--- src/design/cst_pkg.sv ---
`default_nettype none
package cst_pkg;

  // ------------------------------------------------------------
  // register byte offsets
  // ------------------------------------------------------------
  localparam logic [3:0] CST_CTRL_OFS = 4'h0;
  localparam logic [3:0] CST_STAT_OFS = 4'h4;
  localparam logic [3:0] CST_ISTAT_OFS = 4'h8;
  localparam logic [3:0] CST_IMASK_OFS = 4'hC;

  // ------------------------------------------------------------
  // control register fields
  // ------------------------------------------------------------
  localparam int CST_CTRL_PRE_LSB = 0;
  localparam int CST_CTRL_TOT_LSB = 2;
  localparam int CST_CTRL_EXIT_BIT = 4;
  localparam int CST_CTRL_RET_BIT = 5;
  localparam int CST_CTRL_W = 6;
  localparam logic [5:0] CST_CTRL_RST = 6'h00;

  // ------------------------------------------------------------
  // status register fields
  // ------------------------------------------------------------
  localparam int CST_STAT_INRANGE_BIT = 0;
  localparam int CST_STAT_FLAG_BIT = 1;
  localparam int CST_STAT_PRE_TO_BIT = 2;
  localparam int CST_STAT_TOT_TO_BIT = 3;
  localparam int CST_STAT_SUSP_BIT = 4;

  // ------------------------------------------------------------
  // interrupt status and mask fields
  // ------------------------------------------------------------
  localparam int CST_IRQ_TEMP_BIT = 0;
  localparam int CST_IRQ_PRE_BIT = 1;
  localparam int CST_IRQ_TOT_BIT = 2;
  localparam int CST_IRQ_W = 3;
  localparam logic [2:0] CST_IMASK_RST = 3'h0;

  // ------------------------------------------------------------
  // timeout select codes and timing
  // ------------------------------------------------------------
  localparam logic [1:0] CST_SEL_A = 2'h0;
  localparam logic [1:0] CST_SEL_B = 2'h1;
  localparam logic [1:0] CST_SEL_C = 2'h2;
  localparam logic [1:0] CST_SEL_OFF = 2'h3;
  localparam int CST_CLK_HZ = 100_000_000;
  localparam int CST_SEC_PER_MIN = 60;
  localparam int CST_SEC_PER_HR = 3600;
  localparam int CST_PRE_A_MIN = 40;
  localparam int CST_PRE_B_MIN = 60;
  localparam int CST_PRE_C_MIN = 80;
  localparam int CST_TOT_A_HR = 3;
  localparam int CST_TOT_B_HR = 4;
  localparam int CST_TOT_C_HR = 5;
  localparam int CST_TMR_W = 15;
  // full charge current on the scale input
  localparam logic [8:0] CST_SCALE_FULL = 9'h100;

  // charge states reported by the charge state machine
  typedef enum logic [2:0] {
    CST_CHG_PRECOND = 3'h0,
    CST_CHG_FAST = 3'h1,
    CST_CHG_TOPOFF = 3'h3,
    CST_CHG_EOC = 3'h2,
    CST_CHG_SUSPEND = 3'h6,
    CST_CHG_TEMP_FAULT = 3'h7,
    CST_CHG_TIME_FAULT = 3'h5,
    CST_CHG_DISABLED = 3'h4
  } cst_chg_t;

  // battery temperature tracking states
  typedef enum logic {
    CST_T_IN = 1'b0,
    CST_T_OUT = 1'b1
  } cst_temp_t;

endpackage : cst_pkg
`default_nettype wire

--- src/design/cst_sync.sv ---
`timescale 1ns/1ns
`default_nettype none
// two flop synchroniser for asynchronous level inputs
module cst_sync #(
  parameter int W = 2
) (
  // clock and reset
  input wire logic clk_i,
  input wire logic nrst_i,
  // levels
  input wire logic [W-1:0] d_i,
  output logic [W-1:0] q_o
);
  // first stage, read only by the second
  logic [W-1:0] meta_r;

  // both stages clear to zero under reset
  always_ff @(posedge clk_i) begin
    if (!nrst_i) begin
      meta_r <= '0;
      q_o <= '0;
    end else begin
      meta_r <= d_i;
      q_o <= meta_r;
    end
  end
endmodule : cst_sync
`default_nettype wire

--- src/design/cst_safety_timer.sv ---
`timescale 1ns/1ns
`default_nettype none
// one safety timer: counts ticks while running, flags its limit
module cst_safety_timer #(
  parameter int W = cst_pkg::CST_TMR_W
) (
  // clock and reset
  input wire logic clk_i,
  input wire logic nrst_i,
  // control
  input wire logic run_i,
  input wire logic tick_i,
  input wire logic off_i,
  input wire logic [W-1:0] limit_i,
  // result
  output logic expired_o
);
  if (W < 2) begin : g_width_chk
    $error("timer width too small");
  end

  // elapsed ticks of this run
  logic [W-1:0] cnt_r;

  // count up while running, restart when the run ends
  always_ff @(posedge clk_i) begin
    if (!nrst_i || !run_i) begin
      cnt_r <= '0;
    end else if (tick_i && !off_i && cnt_r != limit_i) begin
      cnt_r <= cnt_r + W'(1);
    end
  end

  // expiry is sticky for the rest of the run
  always_ff @(posedge clk_i) begin
    if (!nrst_i || !run_i) begin
      expired_o <= 1'b0;
    end else if (!off_i && cnt_r == limit_i) begin
      expired_o <= 1'b1;
    end
  end
endmodule : cst_safety_timer
`default_nettype wire

--- src/design/cst_top.sv ---
`timescale 1ns/1ns
`default_nettype none
module cst_top #(
  // clock cycles per one second timer tick
  parameter int TICK_CYCLES = cst_pkg::CST_CLK_HZ
) (
  // clock and reset
  input wire logic clk_i,
  input wire logic nrst_i,
  // avalon-mm slave
  input wire logic [3:0] avs_address_i,
  input wire logic avs_read_i,
  input wire logic avs_write_i,
  input wire logic [31:0] avs_writedata_i,
  input wire logic [3:0] avs_byteenable_i,
  output logic [31:0] avs_readdata_o,
  output logic avs_waitrequest_o,
  // charge state machine, same clock
  input wire logic [2:0] charge_state_i,
  input wire logic thermreg_active_i,
  input wire logic [7:0] thermreg_scale_i,
  // thermistor comparators, asynchronous
  input wire logic thermistor_sense_hot_i,
  input wire logic thermistor_sense_cold_i,
  // charger control
  output logic precond_timeout_o,
  output logic total_timeout_o,
  output logic charge_suspend_o,
  // open-drain charge indicator
  output logic charge_indicator_n_o,
  output logic charge_indicator_n_oe_n_o,
  // interrupt
  output logic irq_o
);

  // ------------------------------------------------------------
  // elaboration checks
  // ------------------------------------------------------------
  if (TICK_CYCLES < 2) begin : g_tick_chk
    $error("TICK_CYCLES must be at least 2");
  end

  // ------------------------------------------------------------
  // period decode
  // ------------------------------------------------------------
  localparam int TW = cst_pkg::CST_TMR_W;

  // precondition period in seconds
  function automatic logic [TW-1:0] pre_limit(input logic [1:0] s);
    logic [TW-1:0] v;
    v = TW'(cst_pkg::CST_PRE_A_MIN * cst_pkg::CST_SEC_PER_MIN);
    unique case (s)
      cst_pkg::CST_SEL_B:
        v = TW'(cst_pkg::CST_PRE_B_MIN * cst_pkg::CST_SEC_PER_MIN);
      cst_pkg::CST_SEL_C:
        v = TW'(cst_pkg::CST_PRE_C_MIN * cst_pkg::CST_SEC_PER_MIN);
      default: ;
    endcase
    return v;
  endfunction : pre_limit

  // total charge period in seconds
  function automatic logic [TW-1:0] tot_limit(input logic [1:0] s);
    logic [TW-1:0] v;
    v = TW'(cst_pkg::CST_TOT_A_HR * cst_pkg::CST_SEC_PER_HR);
    unique case (s)
      cst_pkg::CST_SEL_B:
        v = TW'(cst_pkg::CST_TOT_B_HR * cst_pkg::CST_SEC_PER_HR);
      cst_pkg::CST_SEL_C:
        v = TW'(cst_pkg::CST_TOT_C_HR * cst_pkg::CST_SEC_PER_HR);
      default: ;
    endcase
    return v;
  endfunction : tot_limit

  // ------------------------------------------------------------
  // registers and internal signals
  // ------------------------------------------------------------
  // control: selects and temperature event enables
  logic [5:0] ctrl_r;
  // sticky interrupt status, write one to clear
  logic [2:0] istat_r;
  // interrupt mask, one lets a bit through
  logic [2:0] imask_r;
  // temperature event flag, clear on read
  logic temp_event_flag_r;
  // temperature tracking state
  cst_pkg::cst_temp_t temp_st_r;
  // bus handshake
  logic waitreq_r;
  logic [31:0] rdata_r;
  // tick generation
  logic [31:0] presc_r;
  logic [8:0] acc_r;
  logic sec_r;
  logic tick_r;
  // synchronised comparators
  logic [1:0] th_s;
  // decoded fields
  logic [1:0] precond_timeout_sel;
  logic [1:0] total_timeout_sel;
  logic temp_exit_irq_en;
  logic temp_return_irq_en;
  logic temp_in_range;
  // events
  logic ev_exit;
  logic ev_return;
  logic ev_temp;
  logic pre_exp;
  logic tot_exp;
  logic pre_exp_d_r;
  logic tot_exp_d_r;
  logic [2:0] ev_irq;
  // bus decode
  logic rd_cap;
  logic wr_take;
  logic wr_lane0;
  // charge state decode
  cst_pkg::cst_chg_t chg_st;
  logic chg_active;
  logic run_pre;

  assign precond_timeout_sel = ctrl_r[cst_pkg::CST_CTRL_PRE_LSB +: 2];
  assign total_timeout_sel = ctrl_r[cst_pkg::CST_CTRL_TOT_LSB +: 2];
  assign temp_exit_irq_en = ctrl_r[cst_pkg::CST_CTRL_EXIT_BIT];
  assign temp_return_irq_en = ctrl_r[cst_pkg::CST_CTRL_RET_BIT];

  // ------------------------------------------------------------
  // comparator synchroniser
  // ------------------------------------------------------------
  cst_sync #(
    .W(2)
  ) u_th_sync (
    .clk_i(clk_i),
    .nrst_i(nrst_i),
    .d_i({thermistor_sense_cold_i, thermistor_sense_hot_i}),
    .q_o(th_s)
  );

  // inside range only while neither threshold is crossed
  assign temp_in_range = ~(th_s[0] | th_s[1]);

  // ------------------------------------------------------------
  // charge state decode
  // ------------------------------------------------------------
  assign chg_st = cst_pkg::cst_chg_t'(charge_state_i);

  // active charging: precondition, fast-charge, top-off
  assign chg_active = (chg_st == cst_pkg::CST_CHG_PRECOND)
                   || (chg_st == cst_pkg::CST_CHG_FAST)
                   || (chg_st == cst_pkg::CST_CHG_TOPOFF);
  assign run_pre = (chg_st == cst_pkg::CST_CHG_PRECOND);

  // ------------------------------------------------------------
  // timer tick, stretched under thermal regulation
  // ------------------------------------------------------------
  // one pulse per second of wall time
  always_ff @(posedge clk_i) begin
    if (!nrst_i) begin
      presc_r <= 32'h0000_0000;
      sec_r <= 1'b0;
    end else if (presc_r == 32'(TICK_CYCLES - 1)) begin
      presc_r <= 32'h0000_0000;
      sec_r <= 1'b1;
    end else begin
      presc_r <= presc_r + 32'h0000_0001;
      sec_r <= 1'b0;
    end
  end

  // each second adds the current fraction; a whole unit ticks
  always_ff @(posedge clk_i) begin
    if (!nrst_i) begin
      acc_r <= 9'h000;
      tick_r <= 1'b0;
    end else if (sec_r) begin
      if (!thermreg_active_i) begin
        acc_r <= 9'h000;
        tick_r <= 1'b1;
      end else if ((10'(acc_r) + 10'(thermreg_scale_i))
                   >= 10'(cst_pkg::CST_SCALE_FULL)) begin
        acc_r <= 9'((10'(acc_r) + 10'(thermreg_scale_i))
                    - 10'(cst_pkg::CST_SCALE_FULL));
        tick_r <= 1'b1;
      end else begin
        acc_r <= acc_r + 9'(thermreg_scale_i);
        tick_r <= 1'b0;
      end
    end else begin
      tick_r <= 1'b0;
    end
  end

  // ------------------------------------------------------------
  // safety timers
  // ------------------------------------------------------------
  // precondition timer runs only in precondition
  cst_safety_timer #(
    .W(TW)
  ) u_pre_tmr (
    .clk_i(clk_i),
    .nrst_i(nrst_i),
    .run_i(run_pre),
    .tick_i(tick_r),
    .off_i(precond_timeout_sel == cst_pkg::CST_SEL_OFF),
    .limit_i(pre_limit(precond_timeout_sel)),
    .expired_o(pre_exp)
  );

  // total timer runs across the whole active charge
  cst_safety_timer #(
    .W(TW)
  ) u_tot_tmr (
    .clk_i(clk_i),
    .nrst_i(nrst_i),
    .run_i(chg_active),
    .tick_i(tick_r),
    .off_i(total_timeout_sel == cst_pkg::CST_SEL_OFF),
    .limit_i(tot_limit(total_timeout_sel)),
    .expired_o(tot_exp)
  );

  // timeout requests to the charge state machine
  always_ff @(posedge clk_i) begin
    if (!nrst_i) begin
      precond_timeout_o <= 1'b0;
      total_timeout_o <= 1'b0;
      pre_exp_d_r <= 1'b0;
      tot_exp_d_r <= 1'b0;
    end else begin
      precond_timeout_o <= pre_exp;
      total_timeout_o <= tot_exp;
      pre_exp_d_r <= pre_exp;
      tot_exp_d_r <= tot_exp;
    end
  end

  // ------------------------------------------------------------
  // charge indicator and temperature suspend
  // ------------------------------------------------------------
  // pin level held low; enable low means the pin is sunk
  always_ff @(posedge clk_i) begin
    if (!nrst_i) begin
      charge_indicator_n_o <= 1'b0;
      charge_indicator_n_oe_n_o <= 1'b1;
    end else begin
      charge_indicator_n_o <= 1'b0;
      charge_indicator_n_oe_n_o <= ~chg_active;
    end
  end

  // suspend charging while out of range
  always_ff @(posedge clk_i) begin
    if (!nrst_i) begin
      charge_suspend_o <= 1'b0;
    end else begin
      charge_suspend_o <= ~temp_in_range;
    end
  end

  // ------------------------------------------------------------
  // temperature tracking and events
  // ------------------------------------------------------------
  assign ev_exit = (temp_st_r == cst_pkg::CST_T_IN) && !temp_in_range;
  assign ev_return = (temp_st_r == cst_pkg::CST_T_OUT) && temp_in_range;
  assign ev_temp = (ev_exit && temp_exit_irq_en)
                || (ev_return && temp_return_irq_en);

  // follow the range; starts inside so a cold start out flags
  always_ff @(posedge clk_i) begin
    if (!nrst_i) begin
      temp_st_r <= cst_pkg::CST_T_IN;
    end else begin
      unique case (temp_st_r)
        cst_pkg::CST_T_IN: begin
          if (!temp_in_range) temp_st_r <= cst_pkg::CST_T_OUT;
        end
        cst_pkg::CST_T_OUT: begin
          if (temp_in_range) temp_st_r <= cst_pkg::CST_T_IN;
        end
      endcase
    end
  end

  // event flag: set wins over the clearing read
  always_ff @(posedge clk_i) begin
    if (!nrst_i) begin
      temp_event_flag_r <= 1'b0;
    end else if (ev_temp) begin
      temp_event_flag_r <= 1'b1;
    end else if (rd_cap && avs_address_i == cst_pkg::CST_STAT_OFS) begin
      temp_event_flag_r <= 1'b0;
    end
  end

  // ------------------------------------------------------------
  // interrupt status, mask and output
  // ------------------------------------------------------------
  assign ev_irq = {tot_exp && !tot_exp_d_r,
                   pre_exp && !pre_exp_d_r,
                   ev_temp};

  // sticky bits, write one clears, new event wins
  always_ff @(posedge clk_i) begin
    if (!nrst_i) begin
      istat_r <= 3'h0;
    end else if (wr_lane0
                 && avs_address_i == cst_pkg::CST_ISTAT_OFS) begin
      istat_r <= (istat_r & ~avs_writedata_i[2:0]) | ev_irq;
    end else begin
      istat_r <= istat_r | ev_irq;
    end
  end

  // level interrupt while any unmasked bit is set
  always_ff @(posedge clk_i) begin
    if (!nrst_i) begin
      irq_o <= 1'b0;
    end else begin
      irq_o <= |(istat_r & imask_r);
    end
  end

  // ------------------------------------------------------------
  // avalon-mm slave
  // ------------------------------------------------------------
  // first edge of a read captures data and side effects
  assign rd_cap = avs_read_i && waitreq_r;
  // a write lands where waitrequest is seen low
  assign wr_take = avs_write_i && !waitreq_r;
  assign wr_lane0 = wr_take && avs_byteenable_i[0];

  // one wait state per access, then back high
  always_ff @(posedge clk_i) begin
    if (!nrst_i) begin
      waitreq_r <= 1'b1;
    end else if (waitreq_r && (avs_read_i || avs_write_i)) begin
      waitreq_r <= 1'b0;
    end else begin
      waitreq_r <= 1'b1;
    end
  end

  assign avs_waitrequest_o = waitreq_r;

  // control register
  always_ff @(posedge clk_i) begin
    if (!nrst_i) begin
      ctrl_r <= cst_pkg::CST_CTRL_RST;
    end else if (wr_lane0 && avs_address_i == cst_pkg::CST_CTRL_OFS) begin
      ctrl_r <= avs_writedata_i[5:0];
    end
  end

  // interrupt mask register
  always_ff @(posedge clk_i) begin
    if (!nrst_i) begin
      imask_r <= cst_pkg::CST_IMASK_RST;
    end else if (wr_lane0
                 && avs_address_i == cst_pkg::CST_IMASK_OFS) begin
      imask_r <= avs_writedata_i[2:0];
    end
  end

  // read mux, unmapped offsets read zero
  always_ff @(posedge clk_i) begin
    if (!nrst_i) begin
      rdata_r <= 32'h0000_0000;
    end else if (rd_cap) begin
      rdata_r <= 32'h0000_0000;
      unique case (avs_address_i)
        cst_pkg::CST_CTRL_OFS: rdata_r[5:0] <= ctrl_r;
        cst_pkg::CST_STAT_OFS: begin
          rdata_r[cst_pkg::CST_STAT_INRANGE_BIT] <= temp_in_range;
          rdata_r[cst_pkg::CST_STAT_FLAG_BIT] <= temp_event_flag_r;
          rdata_r[cst_pkg::CST_STAT_PRE_TO_BIT] <= pre_exp;
          rdata_r[cst_pkg::CST_STAT_TOT_TO_BIT] <= tot_exp;
          rdata_r[cst_pkg::CST_STAT_SUSP_BIT] <= ~temp_in_range;
        end
        cst_pkg::CST_ISTAT_OFS: rdata_r[2:0] <= istat_r;
        cst_pkg::CST_IMASK_OFS: rdata_r[2:0] <= imask_r;
        default: ;
      endcase
    end
  end

  assign avs_readdata_o = rdata_r;

endmodule : cst_top
`default_nettype wire

--- config.mk ---
export PLATFORM = sky130hd
export DESIGN_NAME = cst_top
export DESIGN_NICKNAME = d
export VERILOG_FILES = /design/src/design/cst_pkg.sv /design/src/design/cst_sync.sv /design/src/design/cst_safety_timer.sv /design/src/design/cst_top.sv
export SDC_FILE = /design/constraint.sdc
export NUM_CORES = 1
export LEC_CHECK = 0
export BUFFER_PORTS_ARGS = -buffer_cell sky130_fd_sc_hd__buf_4
export CAP_MARGIN = 25
export CORE_MARGIN = 1
export CORE_UTILIZATION = 58
export CTS_BUF_LIST = sky130_fd_sc_hd__clkbuf_8
export CTS_CLUSTER_SIZE = 20
export DETAILED_ROUTE_END_ITERATION = 7
export MAX_ROUTING_LAYER = met4
export PLACE_DENSITY = 0.82
export RECOVER_POWER = 100
export SETUP_SLACK_MARGIN = 0.3
export SLEW_MARGIN = 10
export SYNTH_ARGS = -nofsm -noshare
export SYNTH_HDL_FRONTEND = slang
export SYNTH_SLANG_ARGS = --single-unit
export TNS_END_PERCENT = 50
--- constraint.sdc ---
create_clock -name clk_i -period 2.7 [get_ports clk_i]
set_input_delay 0.27 -clock clk_i [delete_from_list [all_inputs] [get_ports clk_i]]
set_output_delay 0.27 -clock clk_i [all_outputs]
set_load 0.01 [all_outputs]
After elaboration in Yosys (flattened, before gate mapping):

Cells that the tools add are included.

* register bits: 105
* bits in latches: 0
* RAM bits: 0
* memory bits (read-only): 0
* bits of input ports: 58
* word-level logic and storage cells: 110
* memories: 0

* $add $sub $neg: 6
* multipliers: 0
* divide/modulo/power cells: 0
* magnitude comparators: 1
* equal/unequal tests: 16
* shift operators: 0
* muxes and demuxes: 15
* bitwise gates (word level): 10
* reductions and logical operators: 40

Operators with widths (number)
* 32-bit by 1-bit adder with 32-bit output, second input constant: 1
* 32-bit by 27-bit == test with 1-bit output, second input constant: 1
* 15-bit by 1-bit adder with 15-bit output, second input constant: 2
* 15-bit one-hot mux with 2 select lines: 1
* 13-bit one-hot mux with 2 select lines: 1
* 1-bit logical AND: 20
* 9-bit 2-to-1 mux: 2
* 15-bit by 13-bit == test with 1-bit output: 1
* 15-bit == test: 1
* 15-bit by 13-bit inequality test with 1-bit output: 1
* 15-bit inequality test: 1
* 3-bit one-hot mux with 4 select lines: 1
* 9-bit by 8-bit adder with 10-bit output: 1
* 10-bit by 9-bit greater-or-equal comparator with 1-bit output, second input constant: 1
* 9-bit by 8-bit adder with 9-bit output: 1
* 9-bit subtractor, second input constant: 1
* 2-bit == test, second input constant: 4
* 4-bit == test, second input constant: 2
* 1-bit zero test: 8
* 1-bit 2-to-1 mux: 8
* 3-bit bitwise AND: 2
* 1-bit logical OR: 6
* 3-bit bitwise OR: 2
* 2-bit by 1-bit == test with 1-bit output, second input constant: 2
* 14 further kinds: 17

Depth between registers and ports, before layout:

Gate-level depths: netlist of run 1.

* depth after elaboration: 7
* depth in mapped cells: 8
* mapped depth without buffers: 8

Cells and area by module:

Synthesis of run 1 repeated with hierarchy kept, for this count alone.

* cells, all modules: 676
* area, all modules: 5805.6 um2

Modules (own cells, without submodules)
* cst_top: instances 1, cells an instance 434, area each 3751.1 um2
* cst_safety_timer: instances 2, cells an instance 117, area each 974.7 um2
* cst_sync: instances 1, cells an instance 8, area each 105.1 um2

Worst setup path before layout of run 1:

Ideal clock, no wire load.

* path kind: register -> register
* start point: register ctrl_r[0]
* end point: register u_pre_tmr.cnt_r[1]
* setup time: 128 ps
* arrival time: 1854 ps
* data required time: 2572 ps
* setup slack: 719 ps
* stages on the path, launching flop included: 8
* path buffers: 0
* clock period less this slack: 1981 ps
* cell sequence: dfxtp_1 > inv_1 > ha_1 > or3b_1 > a222oi_1 > a21boi_1 > mux2i_1 > nor2_1

* cells in the longest elaborated chain, start to end: 4
* elaborated cells on any way between the ends: 8
* those cells by class: eq/ne: 4; mux: 1; reduce/logical: 3

RTL lines
* start, declared: RTL line cst_top.sv:80 `logic [5:0] ctrl_r;`
* start signal, assigned: RTL line cst_top.sv:349 `ctrl_r <= cst_pkg::CST_CTRL_RST;`
* start signal, assigned: RTL line cst_top.sv:351 `ctrl_r <= avs_writedata_i[5:0];`
* 2-bit == test, or another cell as far along: RTL line cst_top.sv:52 `unique case (s)`
* 13-bit one-hot mux with 2 select lines / 1-bit zero test (equally long branches): RTL line cst_top.sv:52, cst_safety_timer.sv:29
* 15-bit by 13-bit inequality test with 1-bit output / 1-bit logical AND (equally long branches): RTL line cst_safety_timer.sv:29 `end else if (tick_i && !off_i && cnt_r != limit_i) begin`
* 1-bit logical AND (*): RTL line cst_safety_timer.sv:29
* end signal, assigned: RTL line cst_safety_timer.sv:30 `cnt_r <= cnt_r + W'(1);`
* end, declared: RTL line cst_safety_timer.sv:23 `logic [W-1:0] cnt_r;`

Mark *: on every way between the ends. The rest lies on a longest branch, timed or not.
A chain may end at the register's enable or synchronous reset.

Worst setup path after layout of run 1:

Same ends and word-level chain as after synthesis.

==> results of run 1 <==
==> through the flow <==
stage	power [mW]	area, um^2	instances	setup WS (ps)
finish	2.605	5786	767	427.7
global route	2.717	5786	767	223.2
CTS	2.641	5864	767	488.3
detailed placement	1.769	5693	752	487.0
global placement	1.762	5693	752	530.5
floorplan	1.731	5513	647	718.6
==> final cells by class <==
class | instances | area [um^2]
Tap cell | 108 | 135.1
Multi-Input combinational cell | 473 | 3032
Fill cell | 730 | 3105
Clock buffer | 9 | 123.9
Inverter | 22 | 82.58
Timing Repair Buffer | 45 | 282.8
Sequential cell | 104 | 2082
Clock inverter | 6 | 47.55
==> how the worst max path moves through the flow <==
stage | start | to | slack [ps] | cells past startpoint
5_1_grt | ctrl_r[0] | u_pre_tmr.cnt_r[1] | 220 | 7
3_5_place_dp | ctrl_r[0] | u_pre_tmr.cnt_r[1] | 490 | 7
4_1_cts | ctrl_r[0] | u_pre_tmr.cnt_r[1] | 490 | 7
3_3_place_gp | ctrl_r[0] | u_pre_tmr.cnt_r[1] | 530 | 7
6_report | ctrl_r[0] | u_pre_tmr.cnt_r[1] | 430 | 7
2_1_floorplan | ctrl_r[0] | u_pre_tmr.cnt_r[1] | 720 | 7
==> power by group through the flow <==
| stage | Combinational [mW] | Clock [mW] | Sequential [mW] |
|---|---|---|---|
| after global placement | 0.152 | 0 | 1.61 |
| after CTS | 0.157 | 0.906 | 1.58 |
| after global routing | 0.169 | 0.966 | 1.58 |
| after floorplan | 0.123 | 0 | 1.61 |
| final | 0.154 | 0.875 | 1.58 |
| after detailed placement | 0.156 | 0 | 1.61 |
==> metal layers <==
metal,vias to the layer above,global-route usage (%),share of wire (%)
li1,2210,-,-
met3,8,4.468,4.5
met1,2165,28.04,43
met4,0,7.233,0.87
met2,107,41.01,51
met5,-,-,0
==> critical path: stages, from the launching register on <==
cell and delay, ps:
dfxtp_1 450, inv_1 100, ha_1 320, or3b_1 350, a222oi_1 430, a21boi_0 270
mux2i_1 200, nor2_1 50
==> synth_stat cells, types with 15 or more instances <==
cell,instances
nand2_1,32
clkbuf_1,17
inv_1,22
nor2_1,80
nand4_1,22
a21oi_1,20
xor2_1,33
nand3_1,42
and3_1,16
ha_1,21
xnor2_1,15
buf_4,27
dfxtp_1,104
==> state kept, by name, indices dropped and copies added, names as in the netlist <==
signal	cells
presc_r	32
u_pre_tmr.cnt_r	15
u_tot_tmr.cnt_r	15
acc_r	9
avs_readdata_o	6
ctrl_r	6
imask_r	3
istat_r	3
u_th_sync.meta_r	2
u_th_sync.q_o	2
avs_waitrequest_o	1
charge_indicator_n_oe_n_o	1
charge_suspend_o	1
irq_o	1
pre_exp_d_r	1
sec_r	1
temp_event_flag_r	1
tick_r	1
tot_exp_d_r	1
u_pre_tmr.expired_o	1
u_tot_tmr.expired_o	1
==> kinds of logic (layout without fill, tap and decap cells) <==
| kind of cell | after synthesis | after routing | synth area share, % |
|---|---|---|---|
| AOI/OAI and AO/OA | 79 | 79 | 9.751 |
| adders and majority gates | 22 | 22 | 5.222 |
| muxes | 14 | 14 | 3.281 |
| xor gates and xnor gates | 48 | 48 | 7.764 |
| DFF | 104 | 104 | 38.45 |
| buffers and inverters | 70 | 82 | 6.931 |
| and+or+nand+nor | 283 | 283 | 28.54 |
| other | 1 | 27 | 0.06925 |
==> layout by cell type, fill, tap and decap left out, drive strengths merged, types with 4 or more instances in the layout <==
cell type  netlist  final
a21oi           20     20
a31oi            5      5
and2            10     10
and3            16     16
and4             8      8
buf             31     30
clkbuf          17     24
conb             1     27
dfxtp          104    104
ha              21     21
inv             22     24
mux2i           11     11
nand2           32     32
nand2b          12     12
nand3           42     42
nand4           23     23
nor2            82     82
nor2b            7      7
nor3            11     11
nor4            11     11
nor4b            4      4
o211ai          10     10
o21ai           13     13
o31ai            6      6
or3              6      6
or4              5      5
xnor2           15     15
xor2            33     33
==> metrics.cfg, run 1 <==
[routing]
drc=0
totalWireLength_mm=10.96
drtIter0Drc=189
postRouteAntennaNets=0
dr.pass1.iters=4
num_vias=4490
via_per_inst=5.854
wl_per_cell_um=14.29

[critical_path]
worstSetupEndpointType=flop
cp.arrival_ps=2520
rr_worst_depth=7
worstPathRequired_ps=2940
r2r-end=u_pre_tmr.cnt_r[1]
critPathMaxFanout=6
cp-start-kind=flop
reg2reg_setup_slack_ps=430
timing_worst_setup_path_type=reg2reg
timing.rr.start=ctrl_r[0]

[logic_synthesis]
async_reset_ff_share_pct=0
yosysWarnings=0
netlist_area_mm2=0.005415
synth_edf_count=0
synthCells=621
synthDistinctLibCells=64
yosysSeqAreaShare_pct=38.45
synth_area_leaders=dfxtp_1 38%, nor2_1 5.5%, xor2_1 5.3%, ha_1 4.9%, nand3_1 3.9%
synth_top_cell_by_area=dfxtp_1
synthFlopType=dfxtp_1
synth_top_area_share_pct=38.45
syn_avg_cell_area_um2=8.720
ys_seq_elements=104

[run_status]
status=finished clean

[floorplan]
die_w_um=98.63
initial_utilization_pct=60.91
num_rows=34
num_io_pins=97
dieArea_mm2=0.009727
core_mm2=0.008891
die_h_um=98.63

[power]
vdd.ir_drop.worst_v=0.0003124
p_per_area_mw_per_mm2=450.3
combPwrFrac_pct=5.9
seqPwrFrac_pct=60.5
intPower_mw=1.950
switching_share_pct=25.14
p_leak_nw=2.194
p_switching_uw=655.0
p_clk_share_pct=33.6

[timing]
setup_viol=0
max_slew.worst_pin.slew_ps=1176
whs_ps=107.1
fin_skew_ps=8.680
rsz0062_at_grt=false
relSlewSlack_pct=21.45
max_freq_ghz=0.4401
slew_viol_final=0
hold_viol_final=0
fin_crit_sh_pct=84.16
period_needed_ps=2272
fin_tns_setup_ps=0

[clock_network]
cts_sinks=104
clkTransAtPathRegs_ps=100
cts_resized=0
cts-root-buf=clkbuf_8
cts_htree_levels=3
clk_latency_ps=370
cts_buffers=9
clockBufferDepth=2
cts_hold_buf=0
postCtsSetupBuffers=0
cts_tree=built

[global_route]
grt_start_max_net_pins=34
grt_pass1_vias=4124
antenna_found_initial=0
grt_pass1_wl_mm=18.23
grt_usage_pct=23.72
gr-total-overflow=0

[run]
cap_violations=0

[min_path]
hold_depth=2
whs_endpoint=u_th_sync.meta_r[1]
min_path_type=in2reg
min_from=thermistor_sense_cold_i

[placed_design]
portBuffers=40
dpl.hpwl_mm=7.836
place_congestion=0.8795

[final_layout]
final_util_pct=65.07
area_growth_pct=6.839
drive_above_1_share_pct=8.801
n_antenna_cell=0
fin_nets=735

No activity file was read; power rests on OpenSTA's default activity.
==> run 2, diff against run 1 <==
- CORE_UTILIZATION: 58 -> 52
- PLACE_DENSITY: 0.82 -> 0.78
- clock period: 2.7 -> 1.85 ns (I/O delays scaled with it)
==> run 2 against run 1 <==
  * The flow now finishes with violations (negative setup slack)
  * Fmax is 18% higher
  * Clock power is 69% higher
  * Setup slack worse by 510 ps
  * Design area is 17% higher
  * Die area is 11% higher
  * Highest routed layer unchanged
==> metrics.cfg, run 2 (synthesis gave the netlist of run 1 again) <==
[placed_design]
dpl.hpwl_mm=8.781  ; was 7.836 mm
portBuffers=40  ; unchanged
place_congestion=0.8996  ; was 0.8795
numPlacedInstances=796  ; was 752

[power]
vdd.ir_drop.worst_v=0.0005512  ; was 0.0003124 V
p_clk_share_pct=36.4  ; was 33.6%
p_switching_uw=967.1  ; was 655.0 uW
p_leak_nw=2.617  ; was 2.194 nW
seqPwrFrac_pct=56.1  ; was 60.5%
intPower_mw=3.106  ; was 1.950 mW
p_per_area_mw_per_mm2=600.1  ; was 450.3 mW/mm^2
switching_share_pct=23.74  ; was 25.14%
finalPower_mw=4.073  ; was 2.605 mW
combPwrFrac_pct=7.5  ; was 5.9%

[floorplan]
core_mm2=0.009955  ; was 0.008891 mm^2
initial_utilization_pct=54.40  ; was 60.91%
die_h_um=104.1  ; was 98.63 um
num_rows=36  ; was 34
die_w_um=104.1  ; was 98.63 um
num_io_pins=97  ; unchanged
dieArea_mm2=0.01083  ; was 0.009727 mm^2

[critical_path]
worstPathRequired_ps=2130  ; was 2940 ps
crit_family=compound AO/OA/AOI/OAI gates  ; unchanged
rr_worst_depth=9  ; was 7
path_cells=inv_2, ha_4, or3b_1, a222oi_1, buf_4, buf_6, a211oi_2, a21oi_1, nor2_1  ; was inv_1, ha_1, or3b_1, a222oi_1, a21boi_0, mux2i_1, nor2_1
timing.rr.start=ctrl_r[0]  ; unchanged
cp.arrival_ps=2210  ; was 2520 ps
critPathMaxFanout=3  ; was 6
path_buf_inv=3  ; was 1
cp-start-kind=flop  ; unchanged
worstSetupEndpointType=flop  ; unchanged
slowest_stage=dfxtp_2  ; was dfxtp_1
timing_worst_setup_path_type=reg2reg  ; unchanged
cpPeakStageDelay_ps=360  ; was 450 ps
reg2reg_setup_slack_ps=-80  ; was 430 ps
r2r-end=u_pre_tmr.cnt_r[2]  ; was u_pre_tmr.cnt_r[1]

[final_layout]
reg_top3=presc_r (32), u_pre_tmr.cnt_r (15), u_tot_tmr.cnt_r (15)  ; unchanged
fin_nets=783  ; was 735
drive_above_1_share_pct=29.14  ; was 8.801%
layout.area.seq_mm2=0.002145  ; was 0.002082 mm^2
final_common_cell=dfxtp_1  ; unchanged
mostFrequentLayoutCells=78 x dfxtp_1, 66 x nor2_1, 64 x buf_4  ; was 104 x dfxtp_1, 80 x nor2_1, 42 x nand3_1
fill_cells=770  ; was 730
largest_register_ffs=32  ; unchanged
area_growth_pct=25.32  ; was 6.839%
final_util_pct=68.18  ; was 65.07%
n_antenna_cell=0  ; unchanged
stdcell_count=840  ; was 767
multi_input_area_mm2=0.003498  ; was 0.003032 mm^2
regMostFlops=presc_r  ; unchanged

[routing]
via_per_inst=5.705  ; was 5.854
totalWireLength_mm=13.63  ; was 10.96 mm
wl_per_cell_um=16.22  ; was 14.29 um
dr.pass1.iters=4  ; unchanged
drtIter0Drc=201  ; was 189
num_vias=4792  ; was 4490
drc=0  ; unchanged
postRouteAntennaNets=0  ; unchanged

[timing]
hold_viol_final=0  ; unchanged
period_needed_ps=1931  ; was 2272 ps
setup_viol=3  ; was 0
fin_tns_setup_ps=-111.4  ; was 0 ps
fin_skew_ps=8.485  ; was 8.680 ps
relSlewSlack_pct=22.93  ; was 21.45%
max_slew.worst_pin.slew_ps=1156  ; was 1176 ps
slew_viol_final=0  ; unchanged
whs_ps=25.96  ; was 107.1 ps
worst_slack_ps=-81.21  ; was 427.7 ps
fin_crit_sh_pct=104.4  ; was 84.16%
max_freq_ghz=0.5178  ; was 0.4401 GHz
rsz0062_at_grt=true  ; was false

[clock_network]
cts_sinks=104  ; unchanged
cts_htree_levels=3  ; unchanged
cts-root-buf=clkbuf_8  ; unchanged
cts_tree=built  ; unchanged
clockBufferDepth=2  ; unchanged
clkTransAtPathRegs_ps=90  ; was 100 ps
cts_buffers=9  ; unchanged
clk_latency_ps=390  ; was 370 ps

[run]
cap_violations=0  ; unchanged

[run_status]
violations=negative setup slack
status=finished, violations left  ; was finished clean

[min_path]
min_path_type=in2reg  ; unchanged
hold_depth=2  ; unchanged
min_from=thermistor_sense_hot_i  ; was thermistor_sense_cold_i
whs_endpoint=u_th_sync.meta_r[0]  ; was u_th_sync.meta_r[1]

[global_route]
grt_start_max_net_pins=27  ; was 34
grt_pass1_vias=4371  ; was 4124
grt_pass1_wl_mm=20.94  ; was 18.23 mm
antenna_found_initial=0  ; unchanged
gr-total-overflow=0  ; unchanged
grt_usage_pct=24.61  ; was 23.72%

[run 2: worst max-delay path by stage]
stage / from / to / depth (start not counted)
floorplan: ctrl_r[0] / u_pre_tmr.cnt_r[1] / 7
global placement: ctrl_r[0] / u_pre_tmr.cnt_r[2] / 8
detailed placement: ctrl_r[0] / u_pre_tmr.cnt_r[0] / 7
CTS: ctrl_r[0] / u_pre_tmr.cnt_r[2] / 9
global route: ctrl_r[0] / u_pre_tmr.cnt_r[2] / 9
finish: ctrl_r[0] / u_pre_tmr.cnt_r[2] / 9
[run 2: per-stage QoR]
step	area (um^2)	setup slack, ps
after floorplan	5652	37.11
after global placement	5993	36.95
after detailed placement	5993	-8.371
after CTS	6461	28.53
after global routing	6787	-142.1
final	6787	-81.21
[run 2: repair_timing]
| item | CTS | global route |
|---|---|---|
| hold buffers | 0 | 1 |
| setup buffers | 14 | 12 |
| endpoints found under the setup margin | 49 | 68 |
| pin swaps | 28 | 59 |
| gates resized for setup | 37 | 79 |
| endpoints found under the hold margin | 0 | 1 |
| cloned | 1 | 1 |
[run 2: power by group through the flow]
stage	clock [mW]	combinational [mW]	sequential, mW
after floorplan	0	0.183	2.35
after global placement	0	0.253	2.35
after detailed placement	0	0.263	2.35
after CTS	1.51	0.281	2.29
after global routing	1.61	0.331	2.29
final	1.48	0.304	2.29
[run 2: metal layers]
layer	vias up	wire [um]	global-route usage, %
li1	2311	-	-
met1	2322	5538	29.00
met2	132	7197	42.05
met3	27	643	5.890
met4	0	248	6.327
met5	-	0	-
[run 2: layout make-up]
cell class / instances / share of cell area, %
Multi-Input combinational cell: 473 / 51.55
Tap cell: 133 / 2.452
Timing Repair Buffer: 93 / 10.14
Clock inverter: 3 / 0.6084
Sequential cell: 104 / 31.60
Inverter: 22 / 1.217
Clock buffer: 12 / 2.434
==> run 3, diff against run 2 <==
- CORE_UTILIZATION: 52 -> 35
- PLACE_DENSITY: 0.78 -> 0.56
- SKIP_CTS_REPAIR_TIMING: default -> 1
==> run 3 against run 2 <==
  * The flow still finishes with violations (negative setup slack)
  * Final cell count rose by 6.3%
  * Non-clock buffer count fell by 3
  * Sequential share of layout area fell by 0.79 points
  * Power rose by 6.7%
  * Global-route usage fell by 8.0 points
  * Register-to-register slack barely moved
  * First-iteration DRC count rose by 1.5%
  * Largest cell class unchanged
  * Highest routed layer unchanged
==> metrics.cfg, run 3 (synthesis gave the netlist of run 1 again) <==
[floorplan]
core_mm2=0.01515  ; was 0.009955 mm^2
die_h_um=126.4  ; was 104.1 um
initial_utilization_pct=35.75  ; was 54.40%
dieArea_mm2=0.01597  ; was 0.01083 mm^2
num_io_pins=97  ; unchanged
num_rows=45  ; was 36
die_w_um=126.4  ; was 104.1 um

[critical_path]
r2r-end=u_pre_tmr.cnt_r[2]  ; unchanged
cpPeakStageDelay_ps=420  ; was 360 ps
path_buf_inv=1  ; was 3
cp.arrival_ps=2210  ; about the same
startpoint=ctrl_r[1]  ; was ctrl_r[0]
timing_worst_setup_path_type=reg2reg  ; unchanged
crit_family=compound AO/OA/AOI/OAI gates  ; unchanged
path_cells=ha_4, or3b_1, a222oi_1, buf_4, a211oi_2, a21oi_1, nor2_1  ; was inv_2, ha_4, or3b_1, a222oi_1, buf_4, buf_6, a211oi_2, a21oi_1, nor2_1
slowest_stage=a222oi_1  ; was dfxtp_2
critPathMaxFanout=4  ; was 3
reg2reg_setup_slack_ps=-90  ; was -80 ps
cp-start-kind=flop  ; unchanged
worstSetupPathDepth=7  ; was 9
timing.rr.start=ctrl_r[1]  ; was ctrl_r[0]
rr_worst_depth=7  ; was 9
cp-endpoint=u_pre_tmr.cnt_r[2]  ; unchanged
worstSetupEndpointType=flop  ; unchanged
worstPathRequired_ps=2130  ; about the same

[clock_network]
clk_latency_ps=390  ; about the same
cts_htree_levels=3  ; unchanged
clockBufferDepth=2  ; unchanged
cts_sinks=104  ; unchanged
clkTransAtPathRegs_ps=100  ; was 90 ps
cts-root-buf=clkbuf_8  ; unchanged
cts_buffers=9  ; unchanged
cts_tree=built  ; unchanged

[global_route]
grt_pass1_wl_mm=20.54  ; was 20.94 mm
grt_start_max_net_pins=32  ; was 27
gr-total-overflow=0  ; unchanged
grt_usage_pct=16.63  ; was 24.61%
grt_pass1_vias=4260  ; was 4371
antenna_found_initial=0  ; unchanged

[final_layout]
final_common_cell=dfxtp_1  ; unchanged
n_antenna_cell=0  ; unchanged
fin_nets=780  ; was 783
reg_top3=presc_r (32), u_pre_tmr.cnt_r (15), u_tot_tmr.cnt_r (15)  ; unchanged
mostFrequentLayoutCells=77 x dfxtp_1, 64 x buf_4, 63 x nor2_1  ; was 78 x dfxtp_1, 66 x nor2_1, 64 x buf_4
regMostFlops=presc_r  ; unchanged
final_util_pct=46.15  ; was 68.18%
fill_cells=1485  ; was 770
stdcell_count=893  ; was 840
drive_above_1_share_pct=30.64  ; was 29.14%
postLayoutCellArea_mm2=0.006989  ; was 0.006787 mm^2
area_growth_pct=29.07  ; was 25.32%
largest_register_ffs=32  ; unchanged

[routing]
postRouteAntennaNets=0  ; unchanged
wl_met3_um=482  ; was 643 um
num_vias=4591  ; was 4792
drc=0  ; unchanged
dr.max_layer_used=met4  ; unchanged
dr.pass1.iters=4  ; unchanged
met1_length_mm=5.914  ; was 5.538 mm
via_per_inst=5.141  ; was 5.705
drtIter0Drc=204  ; was 201
wl_per_cell_um=14.74  ; was 16.22 um
met2WireLength_mm=6.536  ; was 7.197 mm
totalWireLength_mm=13.16  ; was 13.63 mm

[timing]
period_needed_ps=1936  ; was 1931 ps
max_freq_ghz=0.5166  ; was 0.5178 GHz
fin_skew_ps=7.107  ; was 8.485 ps
hold_viol_final=0  ; unchanged
fin_crit_sh_pct=104.6  ; was 104.4%
setup_viol=2  ; was 3
relSlewSlack_pct=8.065  ; was 22.93%
whs_ps=10.66  ; was 25.96 ps
worst_slack_ps=-85.75  ; was -81.21 ps
slew_viol_final=0  ; unchanged
max_slew.worst_pin.slew_ps=1379  ; was 1156 ps
fin_tns_setup_ps=-91.86  ; was -111.4 ps
rsz0062_at_grt=true  ; unchanged

[power]
vdd.ir_drop.worst_v=0.0003590  ; was 0.0005512 V
p_per_area_mw_per_mm2=621.9  ; was 600.1 mW/mm^2
intPower_mw=3.341  ; was 3.106 mW
p_clk_share_pct=40.7  ; was 36.4%
seqPwrFrac_pct=52.7  ; was 56.1%
p_leak_nw=2.620  ; was 2.617 nW
combPwrFrac_pct=6.5  ; was 7.5%
finalPower_mw=4.347  ; was 4.073 mW
p_switching_mw=1.006  ; was 967.1 uW
switching_share_pct=23.13  ; was 23.74%

[placed_design]
place_congestion=0.8550  ; was 0.8996
numPlacedInstances=863  ; was 796
dpl.hpwl_mm=9.404  ; was 8.781 mm
portBuffers=40  ; unchanged
pre_cts_ws_ps=-25.33  ; was -8.371 ps
placed_cell_area_mm2=0.006152  ; was 0.005993 mm^2

[min_path]
min_path_type=in2reg  ; unchanged

[run]
cap_violations=0  ; unchanged

[run_status]
status=finished, violations left  ; unchanged
violations=negative setup slack  ; unchanged

-- run 3: cell count changes in the layout (fill, tap and decap cells not counted), moves of 3 or more --
| cell | before | now |
|---|---|---|
| nor2_4 | 6 | 10 |
| nor2_1 | 66 | 63 |
| buf_6 | 10 | 6 |
| ha_2 | 1 | 6 |
| dfxtp_4 | 12 | 15 |
| ha_1 | 15 | 8 |
-- run 3: power by group through the flow --
stage | sequential [mW] | combinational [mW] | clock [mW]
2_1_floorplan | 2.35 | 0.183 | 0
3_3_place_gp | 2.35 | 0.256 | 0
3_5_place_dp | 2.35 | 0.260 | 0
4_1_cts | 2.30 | 0.260 | 1.82
5_1_grt | 2.30 | 0.315 | 1.91
6_report | 2.29 | 0.284 | 1.77
-- run 3: worst register-to-register path: stages, from the launching register on --
cell	delay [ps]
dfxtp_4	370
ha_4	240
or3b_1	350
a222oi_1	420
buf_4	190
a211oi_2	60
a21oi_1	140
nor2_1	50
-- run 3: area by class of cell --
cell class / instances / area [um^2] / area share [%]
sequential: 104 / 2153 / 30.81
clock buffer: 11 / 151.4 / 2.166
clock inverter: 5 / 102.6 / 1.468
tap: 188 / 235.2 / 3.366
multi-input combinational: 473 / 3608 / 51.63
timing repair buffer: 90 / 650.6 / 9.309
inverter: 22 / 87.58 / 1.253
-- run 3: how the worst min path moves through the flow --
stage / endpoint / slack [ps] / start / depth (start not counted)
floorplan: avs_waitrequest_o / 300 / avs_read_i / 1
global placement: avs_waitrequest_o / 410 / avs_write_i / 2
detailed placement: avs_waitrequest_o / 410 / avs_write_i / 2
CTS: avs_waitrequest_o / -10 / avs_write_i / 2
global route: avs_waitrequest_o / 10 / avs_write_i / 2
finish: avs_waitrequest_o / 10 / avs_write_i / 2
-- run 3: metal layers --
layer | global-route usage [%] | vias up
li1 | - | 2303
met5 | - | -
met3 | 4.597 | 20
met1 | 20.18 | 2198
met4 | 3.898 | 0
met2 | 27.33 | 70
